File: src/pkg/rtcsup_defs.svh
`ifndef RTCSUP_DEFS_SVH
`define RTCSUP_DEFS_SVH
// Register offsets
`define RTCSUP_OFS_HOURS 8'h03
`define RTCSUP_OFS_DAYREC 8'h04
`define RTCSUP_OFS_CALCTL 8'h08
`define RTCSUP_OFS_WDOG 8'h09
`define RTCSUP_OFS_ALMMON 8'h0A
`define RTCSUP_OFS_FLAGS 8'h0F
`define RTCSUP_OFS_SQWRATE 8'h13
// Field positions
`define RTCSUP_BIT_CENT_EN 7
`define RTCSUP_BIT_CENT_FLAG 6
`define RTCSUP_BIT_REC_SEL 7
`define RTCSUP_BIT_OUT_LVL 7
`define RTCSUP_BIT_FT_EN 6
`define RTCSUP_BIT_AFE 7
`define RTCSUP_BIT_ABE 5
`define RTCSUP_BIT_SQW_ENABLE 6
`define RTCSUP_BIT_WDS 7
`define RTCSUP_BIT_BL 4
`define RTCSUP_BIT_HT 6
// Oscillator tick: twice 32.768 kHz from 20 MHz, as a phase accumulator
`define RTCSUP_CLK_HZ 20000000
`define RTCSUP_OSC_HZ 32768
`define RTCSUP_PHASE_INC 25'd32768
`define RTCSUP_PHASE_MOD 25'd20000000
// Times in their own units
`define RTCSUP_REC_DEF_MS 97
`define RTCSUP_REC_HALT_MS 100
`define RTCSUP_REC_FAST_US 1000
`define RTCSUP_RESET_IN_N_MIN_NS 50
`define RTCSUP_BATT_PERIOD_H 24
// Cycle counts at 50 ns
`define RTCSUP_RESET_IN_N_CYC ((`RTCSUP_RESET_IN_N_MIN_NS + 49) / 50)
`define RTCSUP_REC_DEF_CYC (`RTCSUP_REC_DEF_MS * 20000)
`define RTCSUP_REC_HALT_CYC (`RTCSUP_REC_HALT_MS * 20000)
`define RTCSUP_REC_FAST_CYC (`RTCSUP_REC_FAST_US * 20)
`define RTCSUP_BATT_CYC (64'd`RTCSUP_BATT_PERIOD_H * 64'd3600 * 64'd20000000)
`endif

File: src/pkg/rtcsup_pkg.sv
package rtcsup_pkg;
  // Supervisor sequence, Gray coded along the power-up path
  typedef enum logic [1:0] {
    RTCSUP_OFF = 2'b00,
    RTCSUP_REC = 2'b01,
    RTCSUP_RUN = 2'b11
  } rtcsup_state_type;
  typedef logic [7:0] rtcsup_byte_type;
endpackage : rtcsup_pkg

File: src/rtl/rtcsup_glitch_filter.sv
`timescale 1ns/100ps
`include "rtcsup_defs.svh"
// Reports a low input only after it stays low for more than LEN cycles
module rtcsup_glitch_filter #(
  parameter int LEN = 1
) (
  // Clock and reset
  input wire logic clk_i,
  input wire logic reset_i,
  // Raw and filtered levels
  input wire logic level_n_i,
  output logic low_o
);
  logic [7:0] cnt; // Low run length
  logic [7:0] next_cnt;
  logic next_low;

  // Count consecutive low samples; any high restarts
  always_comb begin
    next_cnt = cnt;
    next_low = low_o;
    if (level_n_i) begin
      next_cnt = 8'h00;
      next_low = 1'b0;
    end else if (cnt < 8'(LEN)) begin
      next_cnt = cnt + 8'h01;
    end else begin
      next_low = 1'b1;
    end
  end

  // Register state
  always_ff @(posedge clk_i) begin
    if (reset_i) begin
      cnt <= 8'h00;
      low_o <= 1'b0;
    end else begin
      cnt <= next_cnt;
      low_o <= next_low;
    end
  end
endmodule : rtcsup_glitch_filter

File: src/rtl/rtcsup_sqw_gen.sv
`timescale 1ns/100ps
`include "rtcsup_defs.svh"
// Square wave from a half-period tick of 32.768 kHz by power-of-two division
module rtcsup_sqw_gen (
  // Clock and reset
  input wire logic clk_i,
  input wire logic reset_i,
  // Oscillator tick and control
  input wire logic osc_tick_i,
  input wire logic enable_i,
  input wire logic [3:0] rate_i,
  // Output
  output logic wave_o
);
  logic [15:0] div; // Ripple of oscillator half-periods
  logic [15:0] next_div;
  logic next_wave;

  // Divider bit k runs at 32768/2^k Hz; code 1 takes bit 0, codes 2..15 take bit code
  // Note the rate table skips 16.384 kHz, so code 2 already divides by four
  always_comb begin
    next_div = div;
    next_wave = 1'b0;
    if (osc_tick_i) begin
      next_div = div + 16'h0001;
    end
    if (enable_i && rate_i != 4'h0) begin
      if (rate_i == 4'h1) begin
        next_wave = div[0];
      end else begin
        next_wave = div[rate_i];
      end
    end
  end

  // Even duty: each divider bit is high for half its period
  always_ff @(posedge clk_i) begin
    if (reset_i) begin
      div <= 16'h0000;
      wave_o <= 1'b0;
    end else begin
      div <= next_div;
      wave_o <= next_wave;
    end
  end
endmodule : rtcsup_sqw_gen

File: src/rtl/rtcsup_core.sv
`timescale 1ns/100ps
`include "rtcsup_defs.svh"
// Behaviour
// - Rate code picks 32.768 kHz, then 8.192 kHz halving to 1 Hz
// - Square wave runs only while enable set
// - Reset low at trip, held for recovery
// - Reset input acts like power cycle
// - Reset released recovery time after input high
// - Power-fail output follows comparator when running
// - Back-up: comparator off, power-fail output low
// - Power return: power-fail high during recovery
// - Century flag toggles on rollover when enabled
// - Output pin follows level bit when idle
// - Battery checked at power-up and daily
// - Low flag holds until a passing check
// - No battery checks during back-up
// - Recovery length chosen by select and halt
// - Writes ignored until recovery ends
// - First power-up sets documented defaults
// - Later power-ups keep some bits, clear others
// - Steered watchdog timeout pulses reset
module rtcsup_core
  import rtcsup_pkg::*;
#(
  parameter int REC_DEF_CYC = `RTCSUP_REC_DEF_CYC,
  parameter int REC_HALT_CYC = `RTCSUP_REC_HALT_CYC,
  parameter longint BATT_CYC = `RTCSUP_BATT_CYC
) (
  // Clock and reset
  input wire logic clk_i,
  input wire logic reset_i,
  // Supply monitoring
  input wire logic vcc_ok_i,
  input wire logic battery_attach_i,
  input wire logic batt_below_i,
  input wire logic pfi_below_i,
  // External reset, watchdog and century rollover events
  input wire logic reset_in_n_i,
  input wire logic wdog_timeout_i,
  input wire logic century_rollover_i,
  // Register port
  input wire logic reg_wr_i,
  input wire logic [7:0] reg_addr_i,
  input wire logic [7:0] reg_wdata_i,
  output rtcsup_pkg::rtcsup_byte_type reg_rdata_o,
  output logic writes_blocked_o,
  // Pins, reset and irq open drain as output plus enable
  output logic reset_out_n_o,
  output logic reset_out_n_oe_o,
  output logic pwr_fail_out_n_o,
  output logic irq_test_out_pin_o,
  output logic irq_test_out_pin_oe_o,
  output logic square_wave_out_o
);
  import rtcsup_pkg::*;

  rtcsup_state_type state; // Supervisor sequence
  rtcsup_state_type next_state;
  logic [31:0] rec_cnt; // Recovery countdown
  logic [31:0] next_rec_cnt;
  logic [24:0] phase; // Oscillator phase accumulator, wide enough for the clock rate
  logic [24:0] next_phase;
  logic osc_tick;
  logic [63:0] batt_cnt; // Daily check timer
  logic [63:0] next_batt_cnt;
  logic reset_in_n_low; // Filtered reset input
  logic first_done; // A power-up has happened since reset
  logic next_first_done;
  logic was_run; // Last state run flag, never assigned or read
  // Register fields
  rtcsup_byte_type hours_century, next_hours_century;
  rtcsup_byte_type day_recovery_sel, next_day_recovery_sel;
  rtcsup_byte_type calibration_control, next_calibration_control;
  rtcsup_byte_type wdog_reg, next_wdog_reg;
  rtcsup_byte_type alarm_month_control, next_alarm_month_control;
  rtcsup_byte_type flags, next_flags;
  rtcsup_byte_type square_wave_rate, next_square_wave_rate;
  logic osc_halt, next_osc_halt; // Stop bit, normally in seconds register
  logic [31:0] rec_len; // Selected recovery length

  // Filter reset input; spikes under the floor never register
  rtcsup_glitch_filter #(
    .LEN(`RTCSUP_RESET_IN_N_CYC)
  ) u_filt (
    .clk_i(clk_i),
    .reset_i(reset_i),
    .level_n_i(reset_in_n_i),
    .low_o(reset_in_n_low)
  );

  // Square wave divider
  rtcsup_sqw_gen u_sqw (
    .clk_i(clk_i),
    .reset_i(reset_i),
    .osc_tick_i(osc_tick),
    .enable_i(alarm_month_control[`RTCSUP_BIT_SQW_ENABLE] && state == RTCSUP_RUN),
    .rate_i(square_wave_rate[3:0]),
    .wave_o(square_wave_out_o)
  );

  // Recovery length: fixed halfway values inside each window
  always_comb begin
    if (day_recovery_sel[`RTCSUP_BIT_REC_SEL]) begin
      rec_len = 32'(`RTCSUP_REC_FAST_CYC);
    end else if (osc_halt) begin
      rec_len = 32'(REC_HALT_CYC);
    end else begin
      rec_len = 32'(REC_DEF_CYC);
    end
  end

  // Oscillator tick at twice 32.768 kHz so the divider sees half-periods
  always_comb begin
    next_phase = phase + (`RTCSUP_PHASE_INC << 1);
    osc_tick = 1'b0;
    if (next_phase >= `RTCSUP_PHASE_MOD) begin
      next_phase = next_phase - `RTCSUP_PHASE_MOD;
      osc_tick = 1'b1;
    end
  end

  // Supervisor sequence: off, recovery, run
  always_comb begin
    next_state = state;
    next_rec_cnt = rec_cnt;
    case (state)
      RTCSUP_OFF: begin
        if (vcc_ok_i && !reset_in_n_low) begin
          next_state = RTCSUP_REC;
          next_rec_cnt = rec_len;
        end
      end
      RTCSUP_REC: begin
        if (!vcc_ok_i || reset_in_n_low) begin
          next_state = RTCSUP_OFF;
        end else if (rec_cnt <= 32'd1) begin
          next_state = RTCSUP_RUN;
        end else begin
          next_rec_cnt = rec_cnt - 32'd1;
        end
      end
      RTCSUP_RUN: begin
        if (!vcc_ok_i || reset_in_n_low) begin
          next_state = RTCSUP_OFF;
        end else if (wdog_timeout_i && wdog_reg[`RTCSUP_BIT_WDS]) begin
          next_state = RTCSUP_REC;
          next_rec_cnt = rec_len;
        end
      end
      default: begin
        next_state = RTCSUP_OFF;
      end
    endcase
  end

  // Registers, defaults and battery monitoring
  always_comb begin
    next_hours_century = hours_century;
    next_day_recovery_sel = day_recovery_sel;
    next_calibration_control = calibration_control;
    next_wdog_reg = wdog_reg;
    next_alarm_month_control = alarm_month_control;
    next_flags = flags;
    next_square_wave_rate = square_wave_rate;
    next_osc_halt = osc_halt;
    next_first_done = first_done;
    next_batt_cnt = batt_cnt;
    // Power-up defaults at recovery entry from off
    if (state == RTCSUP_OFF && next_state == RTCSUP_REC) begin
      if (!first_done || battery_attach_i) begin
        next_day_recovery_sel[`RTCSUP_BIT_REC_SEL] = 1'b0;
        next_osc_halt = 1'b1;
        next_calibration_control[`RTCSUP_BIT_OUT_LVL] = 1'b1;
      end // Else keep select, halt, level
      next_calibration_control[`RTCSUP_BIT_FT_EN] = 1'b0;
      next_alarm_month_control[`RTCSUP_BIT_AFE] = 1'b0;
      next_alarm_month_control[`RTCSUP_BIT_ABE] = 1'b0;
      next_alarm_month_control[`RTCSUP_BIT_SQW_ENABLE] = 1'b0;
      next_wdog_reg = 8'h00;
      next_flags[`RTCSUP_BIT_HT] = 1'b1;
      next_first_done = 1'b1;
      // Power-up battery check
      next_flags[`RTCSUP_BIT_BL] = batt_below_i;
      next_batt_cnt = 64'h0;
    end
    // Daily check only under main supply
    if (state != RTCSUP_OFF) begin
      if (batt_cnt >= 64'(BATT_CYC - 1)) begin
        next_batt_cnt = 64'h0;
        next_flags[`RTCSUP_BIT_BL] = batt_below_i;
      end else begin
        next_batt_cnt = batt_cnt + 64'h1;
      end
    end // Timer frozen in back-up
    // Steered watchdog clears its controls at timeout
    if (state == RTCSUP_RUN && wdog_timeout_i && wdog_reg[`RTCSUP_BIT_WDS]) begin
      next_wdog_reg = 8'h00;
      next_calibration_control[`RTCSUP_BIT_FT_EN] = 1'b0;
      next_alarm_month_control[`RTCSUP_BIT_AFE] = 1'b0;
      next_alarm_month_control[`RTCSUP_BIT_ABE] = 1'b0;
      next_alarm_month_control[`RTCSUP_BIT_SQW_ENABLE] = 1'b0;
    end
    // Software writes only once fully running
    if (reg_wr_i && state == RTCSUP_RUN) begin
      case (reg_addr_i)
        `RTCSUP_OFS_HOURS: next_hours_century = reg_wdata_i;
        `RTCSUP_OFS_DAYREC: next_day_recovery_sel = reg_wdata_i;
        `RTCSUP_OFS_CALCTL: next_calibration_control = reg_wdata_i;
        `RTCSUP_OFS_WDOG: next_wdog_reg = reg_wdata_i;
        `RTCSUP_OFS_ALMMON: next_alarm_month_control = reg_wdata_i;
        `RTCSUP_OFS_FLAGS: next_flags[`RTCSUP_BIT_HT] = reg_wdata_i[`RTCSUP_BIT_HT];
        `RTCSUP_OFS_SQWRATE: next_square_wave_rate = reg_wdata_i;
        default: next_flags = next_flags;
      endcase
    end
    // Rollover toggle wins over a same-cycle write
    if (century_rollover_i && hours_century[`RTCSUP_BIT_CENT_EN]) begin
      next_hours_century[`RTCSUP_BIT_CENT_FLAG] = ~hours_century[`RTCSUP_BIT_CENT_FLAG];
    end
  end

  // Read mux
  always_comb begin
    case (reg_addr_i)
      `RTCSUP_OFS_HOURS: reg_rdata_o = hours_century;
      `RTCSUP_OFS_DAYREC: reg_rdata_o = day_recovery_sel;
      `RTCSUP_OFS_CALCTL: reg_rdata_o = calibration_control;
      `RTCSUP_OFS_WDOG: reg_rdata_o = wdog_reg;
      `RTCSUP_OFS_ALMMON: reg_rdata_o = alarm_month_control;
      `RTCSUP_OFS_FLAGS: reg_rdata_o = flags;
      `RTCSUP_OFS_SQWRATE: reg_rdata_o = square_wave_rate;
      default: reg_rdata_o = 8'h00;
    endcase
  end

  // Pin outputs; open drain drives only low
  always_comb begin
    writes_blocked_o = (state != RTCSUP_RUN);
    reset_out_n_o = 1'b0;
    reset_out_n_oe_o = (state != RTCSUP_RUN);
    // Low in back-up, high in recovery, comparator when running
    case (state)
      RTCSUP_OFF: pwr_fail_out_n_o = 1'b0;
      RTCSUP_REC: pwr_fail_out_n_o = vcc_ok_i;
      RTCSUP_RUN: pwr_fail_out_n_o = !pfi_below_i;
      default: pwr_fail_out_n_o = 1'b0;
    endcase
    irq_test_out_pin_o = 1'b0;
    irq_test_out_pin_oe_o = 1'b0;
    // Plain output mode only with test, alarm irq and watchdog all idle
    if (!calibration_control[`RTCSUP_BIT_FT_EN] && !alarm_month_control[`RTCSUP_BIT_AFE]
        && wdog_reg == 8'h00) begin
      irq_test_out_pin_oe_o = !calibration_control[`RTCSUP_BIT_OUT_LVL];
    end
  end

  // Register all state
  always_ff @(posedge clk_i) begin
    if (reset_i) begin
      state <= RTCSUP_OFF;
      rec_cnt <= 32'd0;
      phase <= 25'h0000000;
      batt_cnt <= 64'h0;
      first_done <= 1'b0;
      hours_century <= 8'h00;
      day_recovery_sel <= 8'h00;
      calibration_control <= 8'h80;
      wdog_reg <= 8'h00;
      alarm_month_control <= 8'h00;
      flags <= 8'h40;
      square_wave_rate <= 8'h00;
      osc_halt <= 1'b1;
    end else begin
      state <= next_state;
      rec_cnt <= next_rec_cnt;
      phase <= next_phase;
      batt_cnt <= next_batt_cnt;
      first_done <= next_first_done;
      hours_century <= next_hours_century;
      day_recovery_sel <= next_day_recovery_sel;
      calibration_control <= next_calibration_control;
      wdog_reg <= next_wdog_reg;
      alarm_month_control <= next_alarm_month_control;
      flags <= next_flags;
      square_wave_rate <= next_square_wave_rate;
      osc_halt <= next_osc_halt;
    end
  end
endmodule : rtcsup_core

File: config.mk
export PLATFORM = sky130hd
export DESIGN_NAME = rtcsup_core
export DESIGN_NICKNAME = d
export VERILOG_FILES = /design/src/pkg/rtcsup_pkg.sv /design/src/rtl/rtcsup_glitch_filter.sv /design/src/rtl/rtcsup_sqw_gen.sv /design/src/rtl/rtcsup_core.sv
export VERILOG_INCLUDE_DIRS = /design/src /design/src/pkg
export SDC_FILE = /design/constraint.sdc
export NUM_CORES = 1
export LEC_CHECK = 0
export BUFFER_PORTS_ARGS = -buffer_cell sky130_fd_sc_hd__buf_4
export CAP_MARGIN = 10
export CORE_UTILIZATION = 40
export CTS_BUF_LIST = sky130_fd_sc_hd__clkbuf_2
export CTS_CLUSTER_SIZE = 12
export DETAILED_ROUTE_END_ITERATION = 6
export RECOVER_POWER = 100
export SLEW_MARGIN = 20
export SYNTH_ARGS = -nofsm -noshare
export SYNTH_HDL_FRONTEND = slang
export SYNTH_SLANG_ARGS = --single-unit
File: constraint.sdc
create_clock -name clk_i -period 8.7 [get_ports clk_i]
set_input_delay 1.74 -clock clk_i [delete_from_list [all_inputs] [get_ports clk_i]]
set_output_delay 1.74 -clock clk_i [all_outputs]
set_load 0.005 [all_outputs]
==> summary.md <==
| Metric | Value |
|---|---|
| Placer's final routability congestion estimate | `slightly below 0.8` |
| TNS Setup | `0 ns` |
| Total power | `between 1.5 and 2 mW` |
| Post-Route WL | `roughly 21000 µm` |
| CP peak stage delay | `between 0.8 and 0.9 ns` |
| First-pass GRT wire length | `roughly 36000 µm` |
| Status | `finished with violations` |
| RSZ-0062 raised after global routing | `false` |
| Pwr/cell area | `roughly 150 nW/µm²` |
| Die H | `roughly 150 µm` |
| CP Launch Type | `input port` |
| H-tree depth | `4` |
| Seq/Total Area, Yosys | `between 40% and 50%` |
| Nature of the critical path endpoint | `output pin` |
| Synth Area per Inst | `just over 8 µm²` |
| Post-synth EDFFs | `0` |
| TritonRoute pass-1 iters | `5` |
| Total grt overflow | `0` |
| Synth top area cells | `dfxtp_1 (41%), nand2_1 (5.3%), nand3_1 (4.2%)` |
| Highest routed metal layer | `met4` |
| Max Slew Vio Count | `about 150` |
| Cell at the slowest stage of the critical path | `and2_0` |
| ANT nets after route | `0` |
| Vias/cell | `around 5.5` |
| First-iteration detailed-routing DRC count | `558` |
| Worst min path class | `flip-flop to flip-flop` |
| Final-report setup violation count | `0` |
| Synth area leader | `dfxtp_1` |
| Total global-route track usage | `~18%` |
| Final Hold Viols | `0` |
| Vias in the first global route | `between 7000 and 8000` |
| Worst hold slack | `approximately 0.47 ns` |
| Row Count | `55` |
| # Post-CTS Setup Buffers | `0` |
| CP Class | `input port to output pin` |
| Vias after detailed routing | `roughly 8000` |
| Slew HR | `-90.2%` |
| Initial cell density of the core | `about two fifths` |
| Share of layout cells above drive strength 1 | `under 10%` |
| Peak supply drop | `approximately 0.086 mV` |
| Crit-path max FO | `17` |
| Initial antenna violation count | `1` |
| Clk_lat worst skew | `around 0.75 ns` |
| FF+latch count, synth | `192` |
| TritonCTS buffer count | `17` |
| WL met3 | `~750 µm` |
| Reg with most FFs | `batt_cnt` |
| CTS tree | `done` |
| Post-layout min period | `around 5.6 ns` |
| Core Util, Final | `a little over two fifths` |
| I/O pin count | `around 40` |
| Final Cycle Share | `between 60% and 70%` |
| WL met2 | `9840 µm` |
| Ys async rst share | `0%` |
| Worst-Margin Slew | `about 2.9 ns` |
| Required time worst endpoint | `6.96 ns` |
| Clock sinks | `192` |
| Clock skew | `0.0385 ns` |
| Top Registers | `batt_cnt: 64 flops, rec_cnt: 32 flops, phase: 17 flops` |
| Crit path cell chain | `buf_4 > nor4_1 > and2_0 > a222oi_1 > nand2_1 > clkbuf_4` |
| Clk buf depth | `2` |
| Core ar. | `between 20000 and 25000 µm²` |
| Cell chosen for the clock root | `clkbuf_2` |
| Fin nets | `around 1200` |
| Synth Flop Type | `dfxtp_1` |
| Fmax achieved | `178 MHz` |
| Die Wd | `155 µm` |
| DRC Markers | `0` |
| Routed met1 length | `roughly 11000 µm` |
| Synthesized instance count | `between 1000 and 1500` |
| Syn. warnings | `0` |
| Number of flip-flops in the largest register | `64` |
| Crit path DAT | `just under 4 ns` |
| Post-Syn Area | `9320 µm²` |
| Leakage power | `roughly 3.5 nW` |
| IO Port Bufs | `38` |
| DR WL/cell | `14.7 µm` |
| Netlist cell types | `76` |
| Clock Pin Slew Worst Setup and Hold Paths | `0.31 ns` |
| Max-cap violations | `4` |
| DP HPWL | `approximately 15000 µm` |
| Post-synth top area share | `roughly two fifths` |
| CTS Hold Buffers Added | `0` |
| Largest net degree at the start of global routing | `63` |
| DIE AREA | `~24000 µm²` |
| Violated checks | `max-capacitance violations, max-slew violations` |
| Layout area overhead | `6.73%` |
| Post-cts sizing count | `0` |
-- cells in the final DEF (no fill, tap or decap), drive strengths merged, types with 5 or more instances in the layout --
cell type  instances
a211oi             7
o31ai              9
clkbuf            35
o21ai             58
o22ai              9
o211ai             5
xnor2             21
nand2b             7
and4               8
nor2b              7
nand3b             6
and3              19
ha                10
nand2            132
o21a               6
a31oi             31
nand4b             6
or3b               5
nand3             79
nand4             15
a22oi              6
a22o               7
nor4              22
buf               27
a222oi             5
inv               30
dfxtp            192
nor3              41
xor2              20
or4               13
or3               17
nor2              91
a21oi             75
and2              33
mux2i             24
-- logic make-up after synthesis --
| kind of cell | after synthesis | share of synthesized area [%] |
|---|---|---|
| DFF | 192 | 41.2 |
| AOI/OAI and AO/OA | 252 | 17.2 |
| other | 1 | 0.0402 |
| muxes | 29 | 3.54 |
| and+or+nand+nor | 518 | 28.8 |
| buffers and inverters | 89 | 3.93 |
| adders and majority gates | 10 | 1.34 |
| xor gates and xnor gates | 41 | 3.85 |
-- report_power, final --
part           switching [mW]  internal, mW
sequential             0.0177         0.899
clock                   0.329         0.113
combinational           0.109        0.0586
-- worst max-delay path, delay by kind of cell --
family / cells / cell delay, ns
buf+inv: 2 / 0.24
simple gates: 3 / 1.57
compound gates: 1 / 0.29
-- synth_stat cells, types with 4 or more instances --
| library cell | number |
|---|---|
| a22oi_1 | 6 |
| nand3b_1 | 6 |
| nor2_1 | 91 |
| nand4_1 | 15 |
| xor2_1 | 20 |
| a222oi_1 | 5 |
| mux2i_1 | 24 |
| or3b_2 | 5 |
| a211oi_1 | 7 |
| o31ai_1 | 8 |
| xnor2_1 | 21 |
| and3_1 | 19 |
| o22ai_1 | 9 |
| clkbuf_1 | 49 |
| o21ai_0 | 53 |
| or4_1 | 12 |
| or3_1 | 17 |
| or2_2 | 4 |
| nand2_1 | 131 |
| a22o_1 | 7 |
| inv_1 | 23 |
| a31oi_1 | 29 |
| o21ai_1 | 5 |
| a21oi_1 | 75 |
| nor3_1 | 38 |
| nand4b_1 | 6 |
| o211ai_1 | 5 |
| nor4_1 | 22 |
| nand3_1 | 79 |
| nand2b_1 | 7 |
| o21a_1 | 6 |
| ha_1 | 10 |
| buf_2 | 10 |
| nor2b_1 | 7 |
| and2_1 | 33 |
| dfxtp_1 | 192 |
| and4_1 | 8 |
-- per-stage QoR --
| step | cells | area [µm²] | setup slack, ns |
|---|---|---|---|
| 3_5_place_dp | 1425 | 9770 | 3.41 |
| 4_1_cts | 1457 | 10000 | 3.40 |
| 5_1_grt | 1458 | 9950 | 2.92 |
| 2_1_floorplan | 1133 | 9320 | 3.85 |
| 3_3_place_gp | 1425 | 9770 | 3.49 |
| 6_report | 1458 | 9950 | 3.10 |
-- path summary, 6_finish.rpt --
check,from,to,slack (ns),cells past startpoint
setup / recovery,reg_addr_i[5],reg_rdata_o[3],3.10,6
hold / removal,square_wave_rate[5],square_wave_rate[5],0.47,2
setup reg to reg,rec_cnt[6],wdog_reg[3],3.69,6
hold reg to reg,square_wave_rate[5],square_wave_rate[5],0.47,2
-- final cells by class --
type	instances	area, µm²
Clock buffer	17	85.1
Timing Repair Buffer	45	312
Fill cell	2265	12800
Sequential cell	192	3840
Antenna cell	1	2.50
Clock inverter	15	150
Inverter	23	86.3
Multi-Input combinational cell	852	5080
Tap cell	313	392
-- routing by layer --
metal | vias to the layer above | global-route usage (%)
met4 | 0 | 5.19
met3 | 18 | 3.67
li1 | 4104 | -
met2 | 143 | 29.1
met5 | - | 0
met1 | 3759 | 24.9
No activity file was read; power rests on OpenSTA's default activity.
